### config.mk
export PLATFORM = sky130hd
export DESIGN_NAME = tcfd_decoder
export DESIGN_NICKNAME = d
export VERILOG_FILES = /design/src/tcfd_decoder.v /design/src/tcfd_sync_corr.v /design/src/tcfd_word_chk.v
export VERILOG_INCLUDE_DIRS = /design/src
export SDC_FILE = /design/constraint.sdc
export NUM_CORES = 1
export LEC_CHECK = 0
export BUFFER_PORTS_ARGS = -buffer_cell sky130_fd_sc_hd__buf_2
export CAP_MARGIN = 20
export CORE_UTILIZATION = 30
export CTS_CLUSTER_SIZE = 28
export DETAILED_ROUTE_END_ITERATION = 10
export MAX_ROUTING_LAYER = met4
export PLACE_DENSITY = 0.45
export REMOVE_ABC_BUFFERS = 1
export SLEW_MARGIN = 20
export SYNTH_ARGS = -nofsm -noshare
export SYNTH_HDL_FRONTEND = slang
export SYNTH_SLANG_ARGS = --single-unit
### constraint.sdc
create_clock -name core_clk -period 6.5 [get_ports core_clk]
set_clock_uncertainty 0.2 [all_clocks]
set_input_delay 0 -clock core_clk [delete_from_list [all_inputs] [get_ports core_clk]]
set_output_delay 0 -clock core_clk [all_outputs]
set_load 0.02 [all_outputs]
### src/tcfd_defs.vh
// Constants for the uplink command frame decoder
`ifndef TCFD_DEFS_VH
`define TCFD_DEFS_VH

// Message layout in bits
`define TCFD_PRE_BITS     128
`define TCFD_FRAME_BITS   96
`define TCFD_EOM_BITS     16
`define TCFD_SYNC_BITS    16
`define TCFD_ADDR_BITS    7
`define TCFD_BODY_BITS    80
`define TCFD_MODE_BITS    4
`define TCFD_WORD_BITS    12
`define TCFD_INFO_BITS    8
`define TCFD_MIN_DIST     3

// Sync recognition threshold
`define TCFD_MATCH_MIN    15
`define TCFD_MISS_MAX     5'h01

// Counter limits
`define TCFD_BODY_LAST    7'h4f
`define TCFD_SYNC_LAST    7'h0f

// Mode codewords, first bit sent is the top bit
`define TCFD_MODE1        4'hc
`define TCFD_MODE2        4'h3
`define TCFD_MODE3        4'h6
`define TCFD_MODE4        4'h9
`define TCFD_MODE5        4'h5
`define TCFD_MODE6        4'ha

// Field positions inside the 80-bit frame body
`define TCFD_MODE_A_TOP   79
`define TCFD_MODE_B_TOP   75
`define TCFD_WORD0_TOP    71

`endif

### src/tcfd_decoder.v
// Uplink command frame decoder: sync hunt, frame split, checks
`timescale 1ns/1ps
`default_nettype none
`include "tcfd_defs.vh"

module tcfd_decoder (
  input  wire        core_clk,
  input  wire        resetn,
  input  wire        bit_in,
  input  wire        bit_valid,
  input  wire [15:0] sync_address_word,
  output reg         sync_locked,
  output reg         polarity_inv,
  output reg         frame_valid,
  output reg         frame_reject,
  output reg         msg_end,
  output reg  [2:0]  cmd_mode,
  output reg  [5:0]  cmd_dest,
  output reg  [23:0] cmd_payload,
  output reg  [1:0]  mode_copy_ok,
  output reg  [5:0]  data_copy_ok,
  output reg  [15:0] frame_count
);

  // One-hot states
  localparam [2:0] ST_HUNT = 3'b001;
  localparam [2:0] ST_BODY = 3'b010;
  localparam [2:0] ST_TAIL = 3'b100;

  reg  [2:0]  state_q;
  reg  [2:0]  state_d;
  reg  [6:0]  cnt_q;
  reg  [6:0]  cnt_d;
  reg  [15:0] sync_q;
  reg  [79:0] body_q;
  reg         inv_q;
  reg         inv_d;

  wire        bit_eff;
  wire [15:0] sync_win;
  wire        hit_true;
  wire        hit_inv;

  // Mode code check
  function tcfd_mode_valid;
    input [3:0] m;
    begin
      case (m)
        `TCFD_MODE1,
        `TCFD_MODE2,
        `TCFD_MODE3,
        `TCFD_MODE4,
        `TCFD_MODE5,
        `TCFD_MODE6: tcfd_mode_valid = 1'b1;
        default:     tcfd_mode_valid = 1'b0;
      endcase
    end
  endfunction

  // Mode code to mode number 1..6, zero if not a codeword
  function [2:0] tcfd_mode_num;
    input [3:0] m;
    begin
      case (m)
        `TCFD_MODE1: tcfd_mode_num = 3'h1;
        `TCFD_MODE2: tcfd_mode_num = 3'h2;
        `TCFD_MODE3: tcfd_mode_num = 3'h3;
        `TCFD_MODE4: tcfd_mode_num = 3'h4;
        `TCFD_MODE5: tcfd_mode_num = 3'h5;
        `TCFD_MODE6: tcfd_mode_num = 3'h6;
        default:     tcfd_mode_num = 3'h0;
      endcase
    end
  endfunction

  // Complemented sync flips every later bit of the frame
  assign bit_eff  = bit_in ^ inv_q;
  // Newest bit enters at the bottom, so first bit ends on top
  assign sync_win = {sync_q[14:0], bit_eff};

  // Correlator sees the window including the bit now arriving
  tcfd_sync_corr u_corr (
    .window     (sync_win),
    .pattern    (sync_address_word),
    .match_true (hit_true),
    .match_inv  (hit_inv)
  );

  // Frame body fields, in arrival order
  wire [3:0] mode_a;
  wire [3:0] mode_b;
  assign mode_a = body_q[`TCFD_MODE_A_TOP -: 4];
  assign mode_b = body_q[`TCFD_MODE_B_TOP -: 4];

  // Six data copies: A, A again, B, B again, C, C again
  wire [5:0]  copy_ok;
  wire [47:0] copy_info;

  genvar k;
  generate
    for (k = 0; k < 6; k = k + 1) begin : g_word
      tcfd_word_chk u_chk (
        .word    (body_q[`TCFD_WORD0_TOP - 12*k -: 12]),
        .word_ok (copy_ok[k]),
        .info    (copy_info[8*k +: 8])
      );
    end
  endgenerate

  // Mode acceptance: exactly one valid copy, or two equal ones
  wire       mva;
  wire       mvb;
  wire       mode_ok;
  wire [3:0] mode_sel;
  assign mva      = tcfd_mode_valid(mode_a);
  assign mvb      = tcfd_mode_valid(mode_b);
  assign mode_ok  = (mva ^ mvb) | (mva & mvb & (mode_a == mode_b));
  assign mode_sel = mva ? mode_a : mode_b;

  // Each command needs one good copy; first copy preferred
  wire       cmd_a_ok;
  wire       cmd_b_ok;
  wire       cmd_c_ok;
  wire [7:0] cmd_a;
  wire [7:0] cmd_b;
  wire [7:0] cmd_c;
  assign cmd_a_ok = copy_ok[0] | copy_ok[1];
  assign cmd_b_ok = copy_ok[2] | copy_ok[3];
  assign cmd_c_ok = copy_ok[4] | copy_ok[5];
  assign cmd_a    = copy_ok[0] ? copy_info[7:0]   : copy_info[15:8];
  assign cmd_b    = copy_ok[2] ? copy_info[23:16] : copy_info[31:24];
  assign cmd_c    = copy_ok[4] ? copy_info[39:32] : copy_info[47:40];

  // Content of the frame just collected is good
  wire body_ok;
  assign body_ok = mode_ok & cmd_a_ok & cmd_b_ok & cmd_c_ok;

  // Last bit of a trailing sync window arrives this cycle
  wire tail_end;
  assign tail_end = state_q[2] & bit_valid & (cnt_q == `TCFD_SYNC_LAST);

  // Next state: hunt for sync, take body, check trailing sync
  always @* begin
    state_d = state_q;
    cnt_d   = cnt_q;
    inv_d   = inv_q;
    case (state_q)
      ST_HUNT: begin
        // Preamble bits just slide through the window
        cnt_d = 7'h00;
        if (bit_valid && (hit_true || hit_inv)) begin
          state_d = ST_BODY;
          inv_d   = hit_inv & ~hit_true;
        end
      end
      ST_BODY: begin
        if (bit_valid) begin
          if (cnt_q == `TCFD_BODY_LAST) begin
            state_d = ST_TAIL;
            cnt_d   = 7'h00;
          end else begin
            cnt_d = cnt_q + 7'h01;
          end
        end
      end
      ST_TAIL: begin
        if (bit_valid) begin
          if (cnt_q == `TCFD_SYNC_LAST) begin
            cnt_d = 7'h00;
            // Window is already polarity corrected here
            if (hit_true) begin
              state_d = ST_BODY;
            end else begin
              // Not a sync word: closing word of the message
              state_d = ST_HUNT;
              inv_d   = 1'b0;
            end
          end else begin
            cnt_d = cnt_q + 7'h01;
          end
        end
      end
      default: begin
        state_d = ST_HUNT;
        cnt_d   = 7'h00;
        inv_d   = 1'b0;
      end
    endcase
  end

  // State, counter and polarity registers
  always @(posedge core_clk) begin
    if (!resetn) begin
      state_q <= ST_HUNT;
      cnt_q   <= 7'h00;
      inv_q   <= 1'b0;
    end else begin
      state_q <= state_d;
      cnt_q   <= cnt_d;
      inv_q   <= inv_d;
    end
  end

  // Shift registers; body only moves while a frame is taken
  always @(posedge core_clk) begin
    if (!resetn) begin
      sync_q <= 16'h0000;
      body_q <= 80'h0;
    end else if (bit_valid) begin
      sync_q <= sync_win;
      if (state_q[1]) begin
        body_q <= {body_q[78:0], bit_eff};
      end
    end
  end

  // Link status levels for telemetry
  always @(posedge core_clk) begin
    if (!resetn) begin
      sync_locked  <= 1'b0;
      polarity_inv <= 1'b0;
    end else begin
      sync_locked  <= ~state_d[0];
      polarity_inv <= inv_d;
    end
  end

  // Frame verdict pulses; one cycle long, recomputed every cycle
  always @(posedge core_clk) begin
    if (!resetn) begin
      frame_valid  <= 1'b0;
      frame_reject <= 1'b0;
      msg_end      <= 1'b0;
    end else begin
      frame_valid  <= tail_end & hit_true & body_ok;
      frame_reject <= tail_end & ~(hit_true & body_ok);
      msg_end      <= tail_end & ~hit_true;
    end
  end

  // Per-copy check results, shown for every completed frame
  always @(posedge core_clk) begin
    if (!resetn) begin
      mode_copy_ok <= 2'b00;
      data_copy_ok <= 6'h00;
    end else if (tail_end) begin
      mode_copy_ok <= {mvb, mva};
      data_copy_ok <= copy_ok;
    end
  end

  // Accepted command and its distribution select
  // Held until the next good frame so a rejected one never
  // disturbs what users already latched.
  always @(posedge core_clk) begin
    if (!resetn) begin
      cmd_mode    <= 3'h0;
      cmd_dest    <= 6'h00;
      cmd_payload <= 24'h000000;
    end else if (tail_end && hit_true && body_ok) begin
      cmd_mode    <= tcfd_mode_num(mode_sel);
      cmd_dest    <= 6'h01 << (tcfd_mode_num(mode_sel) - 3'h1);
      cmd_payload <= {cmd_a, cmd_b, cmd_c};
    end
  end

  // Count of good frames; wraps without saturating
  always @(posedge core_clk) begin
    if (!resetn) begin
      frame_count <= 16'h0000;
    end else if (tail_end && hit_true && body_ok) begin
      frame_count <= frame_count + 16'h0001;
    end
  end

endmodule
`default_nettype wire

### src/tcfd_sync_corr.v
// Sync word correlator, true and complemented match
`timescale 1ns/1ps
`default_nettype none
`include "tcfd_defs.vh"

module tcfd_sync_corr (
  input  wire [15:0] window,
  input  wire [15:0] pattern,
  output wire        match_true,
  output wire        match_inv
);

  // Count mismatching positions
  function [4:0] tcfd_diff;
    input [15:0] a;
    input [15:0] b;
    integer      i;
    begin
      tcfd_diff = 5'h00;
      for (i = 0; i < 16; i = i + 1) begin
        tcfd_diff = tcfd_diff + {4'h0, a[i] ^ b[i]};
      end
    end
  endfunction

  // At most one wrong bit, either polarity
  assign match_true = (tcfd_diff(window, pattern) <= `TCFD_MISS_MAX);
  assign match_inv  = (tcfd_diff(~window, pattern) <= `TCFD_MISS_MAX);

endmodule
`default_nettype wire

### src/tcfd_word_chk.v
// Data word checker for the shortened (12,8) Hamming code
`timescale 1ns/1ps
`default_nettype none
`include "tcfd_defs.vh"

module tcfd_word_chk (
  input  wire [11:0] word,
  output wire        word_ok,
  output wire [7:0]  info
);

  wire [7:0] b;
  wire [3:0] p;
  wire [3:0] syn;

  // First bit received sits on top: B0 first, P3 last
  assign b = {word[4], word[5], word[6], word[7],
              word[8], word[9], word[10], word[11]};
  assign p = {word[0], word[1], word[2], word[3]};

  // Parity from (15,11) positions with three data bits dropped
  assign syn[0] = p[0] ^ b[0] ^ b[1] ^ b[3] ^ b[4] ^ b[6];
  assign syn[1] = p[1] ^ b[0] ^ b[2] ^ b[3] ^ b[5] ^ b[6];
  assign syn[2] = p[2] ^ b[1] ^ b[2] ^ b[3] ^ b[7];
  assign syn[3] = p[3] ^ b[4] ^ b[5] ^ b[6] ^ b[7];

  // Any nonzero syndrome rejects the copy
  assign word_ok = (syn == 4'h0);
  assign info    = b;

endmodule
`default_nettype wire

==> out/metrics.yaml, run 1 <==
vdd_drop_max_mv: 0.133
clk_path_buf_depth: 2
slew_headroom_pct: 37.8
timing.critical_path.from: "polarity_inv"
synth.yosys.warnings: 0
route.detailed.drc: 0
grt_start_max_net_pins: 86
post-place-cells: 1452
crit_cells: 17
place_congestion: 0.759
critical_path.endpoint: "cmd_dest[3]"
hold_violations: 0
timing.critical_path.slowest_cell_delay_ps: 540
yosys_register_bits: 167
firstDrtPassIters: 6
worstPathCellList: "xnor2_1 -> xnor2_1 -> ha_1 -> fa_1 -> fa_1 -> inv_1 -> fa_1 -> fa_1 -> fa_1 -> inv_1 -> fa_1 -> nor4_2 -> nor2b_1 -> o221ai_4 -> buf_16 -> or4_1 -> a21oi_1"
utilization_pct: 35.4
rsz0062_at_grt: "no"
final_net_count: 1144
post_synth_inst_count: 1041
hpwl_um: 14400
syn-mean-instance-area_um2: 8.37
outcome: "finished clean"
floorplan.initialDensity_pct: 30.4
cellPowerDensity_mw_per_mm2: 256
seqCellArea_mm2: 0.00334
critPathMaxFanout: 37
wire_length_of_the_first_global_routing_pass_um: 35800
critPathKind: "reg -> reg"
crit_path_end_kind: "flip-flop"
dpl_worst_slack_ps: 112
max_cap_violations: 0
max_clock_freq_mhz: 163
core_mm2: 0.0286
synth-async-reset-ratio_pct: 0
synth_seq_area_share_pct: 38.4
floorplan.die.width_um: 172
vias_in_the_first_global_route: 6767
floorplan.io_pins: 82
syn_to_final_growth_pct: 16.4
cts_num_sinks: 167
slowest_cp_cell: "fa_1"
p_leak_nw: 3.86
worstHoldPathType: "in -> reg"
cts_tree: "done"
grt-ovfl-total: 0
numCtsBuffers: 17
critical_path_required_ps: 6660
synth_ff_type: "dfxtp_1"
fillers: 2980
finish.cell_count_without_fillers: 1488
period_needed_ps: 6120
detail_route.wirelength_um: 21700
post_route_cells_drive_above_1_share_pct: 15.5
multi_input_area_mm2: 0.00497
routedWlPerCell_um: 14.6
antennaDiodeCount: 0
cp_common_cell: "fa_1"
gr-usage-all-layers_pct: 15.7
floorplan.die_area_mm2: 0.0297
summed_instance_area_of_the_synthesized_netlist_mm2: 0.00871
crit_buf_inv: 3
start_of_the_worst_register_to_register_path: "polarity_inv"
initialDrtViolationCount: 406
synth-edff-count: 0
rr_endpoint: "cmd_dest[3]"
final_critical_path_setup_slack_ps: 381
path_clk_slew_ps: 70
final_setup_tns_ps: 0
port-buffer-count: 81
critPathLaunchType: "flip-flop"
setup_fix_bufs_post_cts: 0
cts-htree-levels: 4
worst_pin_slew_ps: 933
ys_types: 55
post-layout-total-power_mw: 2.60
root_buffer: "clkbuf_16"
antenna_left: 0
timing.reg2reg.setup_slack_ps: 380
rows: 62
period_share_pct: 94.1
timing_max_transition_violations_final: 0
antenna_violations_before_repair: 0
cpLargestDelayFamily: "adder cells"
vias_per_cell: 4.74
critPathArrivalTime_ps: 6280
clkLatencyLatePin_ps: 440
final-setup-viol-count: 0
ff2ff_path_depth: 17
die_h_um: 172
via_count: 7060
sequential cells by signal, indices dropped and copies added (netlist names):
register and flops:
mode_copy_ok 2, sync_locked 1, cmd_mode 3, frame_count 16, sync_q 15, frame_valid 1
cnt_q 7, cmd_dest 6, body_q 80, frame_reject 1, state_q 3, cmd_payload 24
data_copy_ok 6, polarity_inv 1, msg_end 1
cell families after synthesis:
logic type	share of synthesized area (%)
multiplexers	5.77
AND/OR/NAND/NOR	19.0
adder cells (fa/ha/maj)	6.46
flip-flops	38.4
XOR/XNOR	10.8
buffers and inverters	4.85
AO/OA/AOI/OAI	14.7
worst reg2reg max path, delay by kind of cell, from the launching register on:
kind | cells | cell delay (ps)
xor gates and xnor gates | 2 | 410
AOI/OAI and AO/OA | 2 | 420
buffers and inverters | 3 | 400
DFF | 1 | 340
adders and majority gates | 7 | 3220
and+or+nand+nor | 3 | 1060
worst min path at each step:
stage               startpoint         end  depth (start not counted)
CTS                     resetn  state_q[0]                          3
detailed placement      resetn  state_q[0]                          2
global route            resetn  state_q[0]                          3
finish                  resetn  state_q[0]                          3
global placement        resetn  state_q[0]                          2
floorplan               resetn  state_q[0]                          1
Yosys cell counts (4+ instances only):
library cell  number  share of area (%)
nand2_1          193                8.3
dfxtp_1          167                 38
a21oi_1          139                8.0
xnor2_1           64                6.4
clkbuf_1          55                2.4
nand3_1           52                3.0
o21ai_0           44                2.5
nor2_1            43                1.9
inv_1             36                1.6
xor2_1            33                3.3
mux2_2            26                3.4
mux2i_1           21                2.4
fa_1              20                4.6
or4_1             18                1.6
or3_1             14                1.0
ha_1              13                1.9
o31ai_1           13                1.1
buf_2             10               0.57
nand4_1            7               0.50
nand2b_1           6               0.43
nor2b_1            6               0.43
nor3_1             5               0.29
nor4_1             4               0.29
xnor3_1            4                1.0
routing by layer:
layer | vias to the layer above | global-route usage (%) | routed length [µm]
li1 | 3639 | - | -
met1 | 3304 | 21.1 | 10900
met2 | 99 | 24.0 | 9970
met3 | 18 | 3.00 | 683
met4 | 0 | 4.46 | 214
met5 | - | - | 0
area by class of cell:
cell class,instances,share of cell area [%]
multi-input cells,768,49.0
flip-flops and latches,167,33.0
repair buffers,100,5.67
well taps,384,4.74
clock buffers,17,4.19
clock inverters,15,2.05
inverters,37,1.39
metrics by stage:
| stage | hold WS, ps | area, µm² |
|---|---|---|
| 2_1_floorplan | -138 | 8430 |
| 3_3_place_gp | 112 | 9450 |
| 3_5_place_dp | 117 | 9450 |
| 4_1_cts | 202 | 10100 |
| 5_1_grt | 232 | 10100 |
| 6_report | 218 | 10100 |
report_power, final:
| part | total [mW] | switching, mW | internal, mW |
|---|---|---|---|
| Sequential | 1.03 | 0.00553 | 1.03 |
| Combinational | 0.481 | 0.277 | 0.204 |
| Clock | 1.08 | 0.491 | 0.592 |
| Total | 2.60 | 0.773 | 1.82 |
timing repair:
item                                   4_1_cts  5_1_grt
hold buffers                                 3        0
resized for setup                            0        1
setup endpoints to repair                    0       16
endpoints found under the hold margin       24        0
cells in the final DEF (no fill, tap or decap), drive strengths merged, types with 3 or more instances in the layout:
master,count
xnor2,64
xnor3,4
ha,13
dfxtp,167
o21a,3
a21o,3
a22oi,6
nand4,7
nor2b,6
and3,3
mux2i,21
clkbuf,17
or3,15
buf,97
mux2,26
xor2,33
clkinv,6
o31ai,13
o311ai,3
nor4,5
a21oi,139
o21ai,45
dlygate4sd3,3
fa,20
or4,18
nand2b,6
nand3,52
a211oi,4
inv,43
nor2,43
nor3,5
nand2,193
Note: power is estimated with default switching activity, not from simulation.
==> run 2: changes to the inputs <==
GPL_TIMING_DRIVEN = 0   (was not set)
==> out/metrics.yaml, run 2 (synthesis gave the netlist of run 1 again) <==
cts-htree-levels: 4
initialDrtViolationCount: 365
worstHoldPathType: "in -> reg"
hold_violations: 0
timing.reg2reg.setup_slack_ps: 330
grt-ovfl-total: 0
top_register: "body_q"
cellPowerDensity_mw_per_mm2: 250
numCtsBuffers: 17
die_h_um: 172
critical_path.endpoint: "cmd_mode[1]"
hpwl_um: 14200
power.internal_mw: 1.80
timing.critical_path.slowest_cell_delay_ps: 660
p_sw_share_pct: 29.9
routedWlPerCell_um: 14.3
via_count: 7065
layout.cells.most_common_list: "nand2_1 (192), dfxtp_1 (166), a21oi_1 (139), buf_2 (82), xnor2_1 (63)"
port-buffer-count: 81
floorplan.io_pins: 82
firstDrtPassIters: 6
max_cap_violations: 0
portion_of_total_power_attributed_to_sequential_cells_pct: 40.3
largest_register_ff_count: 80
antenna_violations_before_repair: 0
cts_num_sinks: 167
critPathMaxFanout: 28
ff2ff_path_depth: 17
cts_tree: "done"
period_needed_ps: 6170
p_leak_nw: 3.91
outcome: "finished clean"
netSwitchingPower_mw: 0.766
vias_in_the_first_global_route: 6736
timing.critical_path.from: "polarity_inv"
antennaDiodeCount: 0
clkLatencyLatePin_ps: 440
path_clk_slew_ps: 70
critPathLaunchType: "flip-flop"
critical_path_required_ps: 6650
slew_headroom_pct: 26.4
root_buffer: "clkbuf_16"
crit_path_end_kind: "flip-flop"
clk_path_buf_depth: 2
power_frac_comb_pct: 19.4
antenna_left: 0
start_of_the_worst_register_to_register_path: "polarity_inv"
cp_common_cell: "fa_1"
detail_route.wirelength_um: 21300
period_share_pct: 94.9
rows: 62
layout_commonest_cell: "nand2_1"
slowest_cp_cell: "o221a_2"
critPathArrivalTime_ps: 6320
final_net_count: 1144
post_route_cells_drive_above_1_share_pct: 15.8
floorplan.die_area_mm2: 0.0297
vdd_drop_max_mv: 0.161
critPathKind: "reg -> reg"
route.detailed.drc: 0
fin_worst_hold_slack_ps: 209
syn_to_final_growth_pct: 17.8
max_clock_freq_mhz: 162
gr-usage-all-layers_pct: 15.3
floorplan.initialDensity_pct: 30.4
utilization_pct: 35.8
largestRegisters: "body_q: 80 flops, cmd_payload: 24 flops, frame_count: 16 flops"
vias_per_cell: 4.75
final-setup-viol-count: 0
core_mm2: 0.0286
worst_pin_slew_ps: 1100
rr_endpoint: "cmd_mode[1]"
timing_max_transition_violations_final: 0
wire_length_of_the_first_global_routing_pass_um: 35100
clkPwrFrac_pct: 40.2
floorplan.die.width_um: 172
worstPathCellList: "xnor2_2 -> xnor2_1 -> ha_1 -> fa_1 -> fa_1 -> inv_1 -> fa_1 -> fa_1 -> fa_1 -> inv_1 -> fa_1 -> nor4_4 -> nor2b_4 -> buf_4 -> o221a_2 -> nand4_1 -> a21oi_1"
grt_start_max_net_pins: 83
place_congestion: 0.742
==> run 2: cell count changes in the layout (fill, tap and decap cells not counted), sizes merged <==
| cell | previous run | this run |
|---|---|---|
| bufinv | 2 | 1 |
| clkinvlp | 1 | 2 |
| clkbuf | 17 | 18 |
| clkinv | 6 | 5 |
==> run 2: power groups by stage <==
stage	Sequential [mW]	Combinational [mW]	Clock, mW
after global routing	1.03	0.579	1.11
final	1.03	0.498	1.03
after floorplan	1.06	0.336	0
after global placement	1.06	0.448	0
after CTS	1.03	0.506	1.07
after detailed placement	1.06	0.467	0
==> run 2: area by class of cell <==
class                   instances  area, µm²
flip-flops and latches        167       3340
fillers                      2990      18400
clock buffers                  18        429
repair buffers                100        693
multi-input cells             768       5000
clock inverters                14        165
well taps                     384        480
inverters                      37        144
==> run 2: layer usage <==
metal	share of wire [%]	vias up	GRT usage, %
li1	-	3638	-
met1	50	3320	20.0
met2	47	95	24.1
met3	2.9	12	3.20
met4	1.0	0	3.89
met5	0	-	-
==> run 2: through the flow <==
| step | std cells | power (mW) | setup TNS (ps) | setup WS, ps | area (µm²) |
|---|---|---|---|---|---|
| 2_1_floorplan | 972 | 1.39 | -134 | -13.8 | 8430 |
| 4_1_cts | 1482 | 2.61 | 0 | 5.74 | 10200 |
| 5_1_grt | 1488 | 2.72 | -11.2 | -11.2 | 10300 |
| 6_report | 1488 | 2.56 | 0 | 331 | 10300 |
| 3_3_place_gp | 1437 | 1.51 | -80290 | -1790 | 9320 |
| 3_5_place_dp | 1446 | 1.52 | -19650 | -625 | 9560 |
==> run 2: worst min-delay path by stage <==
stage / start / end / slack (ps) / depth (start not counted)
finish: resetn / state_q[0] / 210 / 3
detailed placement: resetn / state_q[0] / 110 / 2
CTS: resetn / state_q[0] / 190 / 3
global route: resetn / state_q[0] / 230 / 3
global placement: resetn / state_q[0] / 80 / 2
floorplan: resetn / state_q[0] / -140 / 1
==> run 2: repair_timing <==
action / in CTS / in global routing
hold buffers: 3 / 0
buffers inserted: 1 / 6
resized for setup: 3 / 2
endpoints found under the setup margin: 52 / 33
pin swaps: 2 / 2
endpoints found under the hold margin: 15 / 0
==> run 2: critical path: cells and delay by family (launching register included) <==
family          cells  cell delay, ps
fa+ha+maj           7            3280
compound gates      2             850
simple gates        3             730
xor+xnor            2             400
flops               1             360
buf+inv             3             270
==> run 3: changes to the inputs <==
CORE_ASPECT_RATIO = 1.75   (was not set)
==> out/metrics.yaml, run 3 (synthesis gave the netlist of run 1 again) <==
antenna_left: 0
path_clk_slew_ps: 60
holdCritStartpoint: "resetn"
cts_num_sinks: 167
power_frac_comb_pct: 19.7
clkPwrFrac_pct: 39.7
critical_path_required_ps: 6680
clk_path_buf_depth: 2
place_congestion: 0.764
detail_route.wirelength_um: 22400
hold_violations: 0
slew_headroom_pct: 29.2
vdd_drop_max_mv: 0.186
floorplan.die.width_um: 131
critPathKind: "reg -> reg"
layout.cells.most_common_list: "nand2_1 (192), dfxtp_1 (167), a21oi_1 (139), buf_2 (81), xnor2_1 (63)"
critPathLaunchType: "flip-flop"
die_h_um: 227
firstDrtPassIters: 4
numCtsBuffers: 17
crit_path_end_kind: "flip-flop"
fillers: 3043
antennaDiodeCount: 0
routedWlPerCell_um: 15.2
cts_tree: "done"
portion_of_total_power_attributed_to_sequential_cells_pct: 40.6
timing_max_transition_violations_final: 0
period_needed_ps: 6140
max_cap_violations: 0
layout_commonest_cell: "nand2_1"
floorplan.initialDensity_pct: 30.4
cellPowerDensity_mw_per_mm2: 249
port-buffer-count: 81
route.detailed.drc: 0
initialDrtViolationCount: 378
timing.reg2reg.setup_slack_ps: 360
destination_of_the_worst_hold_path: "state_q[0]"
rsz0062_at_grt: "no"
clkLatencyLatePin_ps: 440
slowest_cp_cell: "or4_1"
floorplan.die_area_mm2: 0.0298
power.internal_mw: 1.84
rows: 82
timing.critical_path.slowest_cell_delay_ps: 550
min_delay_path_depth: 3
grt_start_max_net_pins: 84
worstHoldPathType: "in -> reg"
post_route_cells_drive_above_1_share_pct: 15.3
grt-ovfl-total: 0
critPathArrivalTime_ps: 6310
largestRegisters: "body_q: 80 flops, cmd_payload: 24 flops, frame_count: 16 flops"
syn_to_final_growth_pct: 17.4
utilization_pct: 35.7
ff2ff_path_depth: 19
wire_length_of_the_first_global_routing_pass_um: 36000
largest_register_ff_count: 80
worst_pin_slew_ps: 1060
floorplan.io_pins: 82
core_mm2: 0.0286
netSwitchingPower_mw: 0.711
gr-usage-all-layers_pct: 16.3
fin_worst_hold_slack_ps: 219
vias_in_the_first_global_route: 7033
start_of_the_worst_register_to_register_path: "polarity_inv"
period_share_pct: 94.4
cts-htree-levels: 4
hpwl_um: 15500
outcome: "finished clean"
max_clock_freq_mhz: 163
antenna_violations_before_repair: 0
top_register: "body_q"
vias_per_cell: 4.84
cp_common_cell: "fa_1"
root_buffer: "clkbuf_16"
final-setup-viol-count: 0
critPathMaxFanout: 35
worstPathCellList: "xnor2_2 -> xnor2_1 -> ha_1 -> fa_1 -> fa_1 -> inv_1 -> fa_1 -> fa_1 -> fa_1 -> inv_1 -> fa_1 -> nand3b_1 -> o22a_1 -> nor4_4 -> nor2b_2 -> o221ai_4 -> buf_16 -> or4_1 -> a21oi_1"
p_leak_nw: 3.90
rr_endpoint: "cmd_dest[2]"
p_sw_share_pct: 27.9
final_net_count: 1143
via_count: 7156
## run 3: cell types whose count changed in the layout (fill, tap and decap cells not counted), moves of 2 or more
cell and change:
clkbuf_8 +3, clkinv_2 +4, inv_8 -5, inv_6 -2
clkinv_8 -2
## run 3: metal layers
layer	vias up	routed length [µm]	global-route usage, %
li1	3626	-	-
met1	3408	8850	16.6
met2	101	12200	29.7
met3	21	781	3.67
met4	0	537	6.56
met5	-	0	-
## run 3: timing repair
| action | 4_1_cts | 5_1_grt |
|---|---|---|
| endpoints found under the setup margin | 53 | 45 |
| endpoints found under the hold margin | 32 | 0 |
| resized for setup | 2 | 2 |
| hold buffers | 3 | 0 |
| pin swaps | 1 | 1 |
| setup buffers | 2 | 2 |
## run 3: how the worst max path moves through the flow
stage | from | endpoint | cells after the start
finish | polarity_inv | cmd_dest[2] | 19
global route | polarity_inv | cmd_dest[3] | 19
CTS | polarity_inv | cmd_mode[1] | 18
detailed placement | polarity_inv | cmd_dest[2] | 17
global placement | polarity_inv | cmd_dest[2] | 16
floorplan | polarity_inv | cmd_dest[2] | 16
## run 3: power groups by stage
stage	Clock [mW]	Combinational, mW	Sequential (mW)
after floorplan	0	0.336	1.06
after global placement	0	0.443	1.06
after detailed placement	0	0.479	1.06
after CTS	1.05	0.514	1.03
after global routing	1.08	0.579	1.03
final	1.01	0.502	1.03
## run 3: layout make-up
type / count / area [µm²] / share of cell area (%)
Sequential cell: 167 / 3340 / 32.7
Multi-Input combinational cell: 768 / 5000 / 48.9
Clock inverter: 9 / 101 / 0.991
Timing Repair Buffer: 99 / 692 / 6.77
Clock buffer: 21 / 470 / 4.60
Tap cell: 378 / 473 / 4.62
Inverter: 37 / 144 / 1.41
## run 3: through the flow
stage          setup slack (ps)  power, mW  cell area [µm²]  TNS (ps)  instances
2_1_floorplan             -13.8       1.39             8430      -134        972
3_3_place_gp              -1810       1.50             9310    -81530       1431
3_5_place_dp               -594       1.54             9560    -19070       1441
4_1_cts                     103       2.60            10200         0       1476
5_1_grt                    11.2       2.70            10200         0       1479
6_report                    362       2.55            10200         0       1479
## run 3: critical path, delay by kind of cell, from the launching register on
family | cells | cell delay [ps]
buffers and inverters | 3 | 360
XOR/XNOR | 2 | 340
flip-flops | 1 | 410
AND/OR/NAND/NOR | 4 | 1190
AO/OA/AOI/OAI | 3 | 530
adder cells (fa/ha/maj) | 7 | 3030
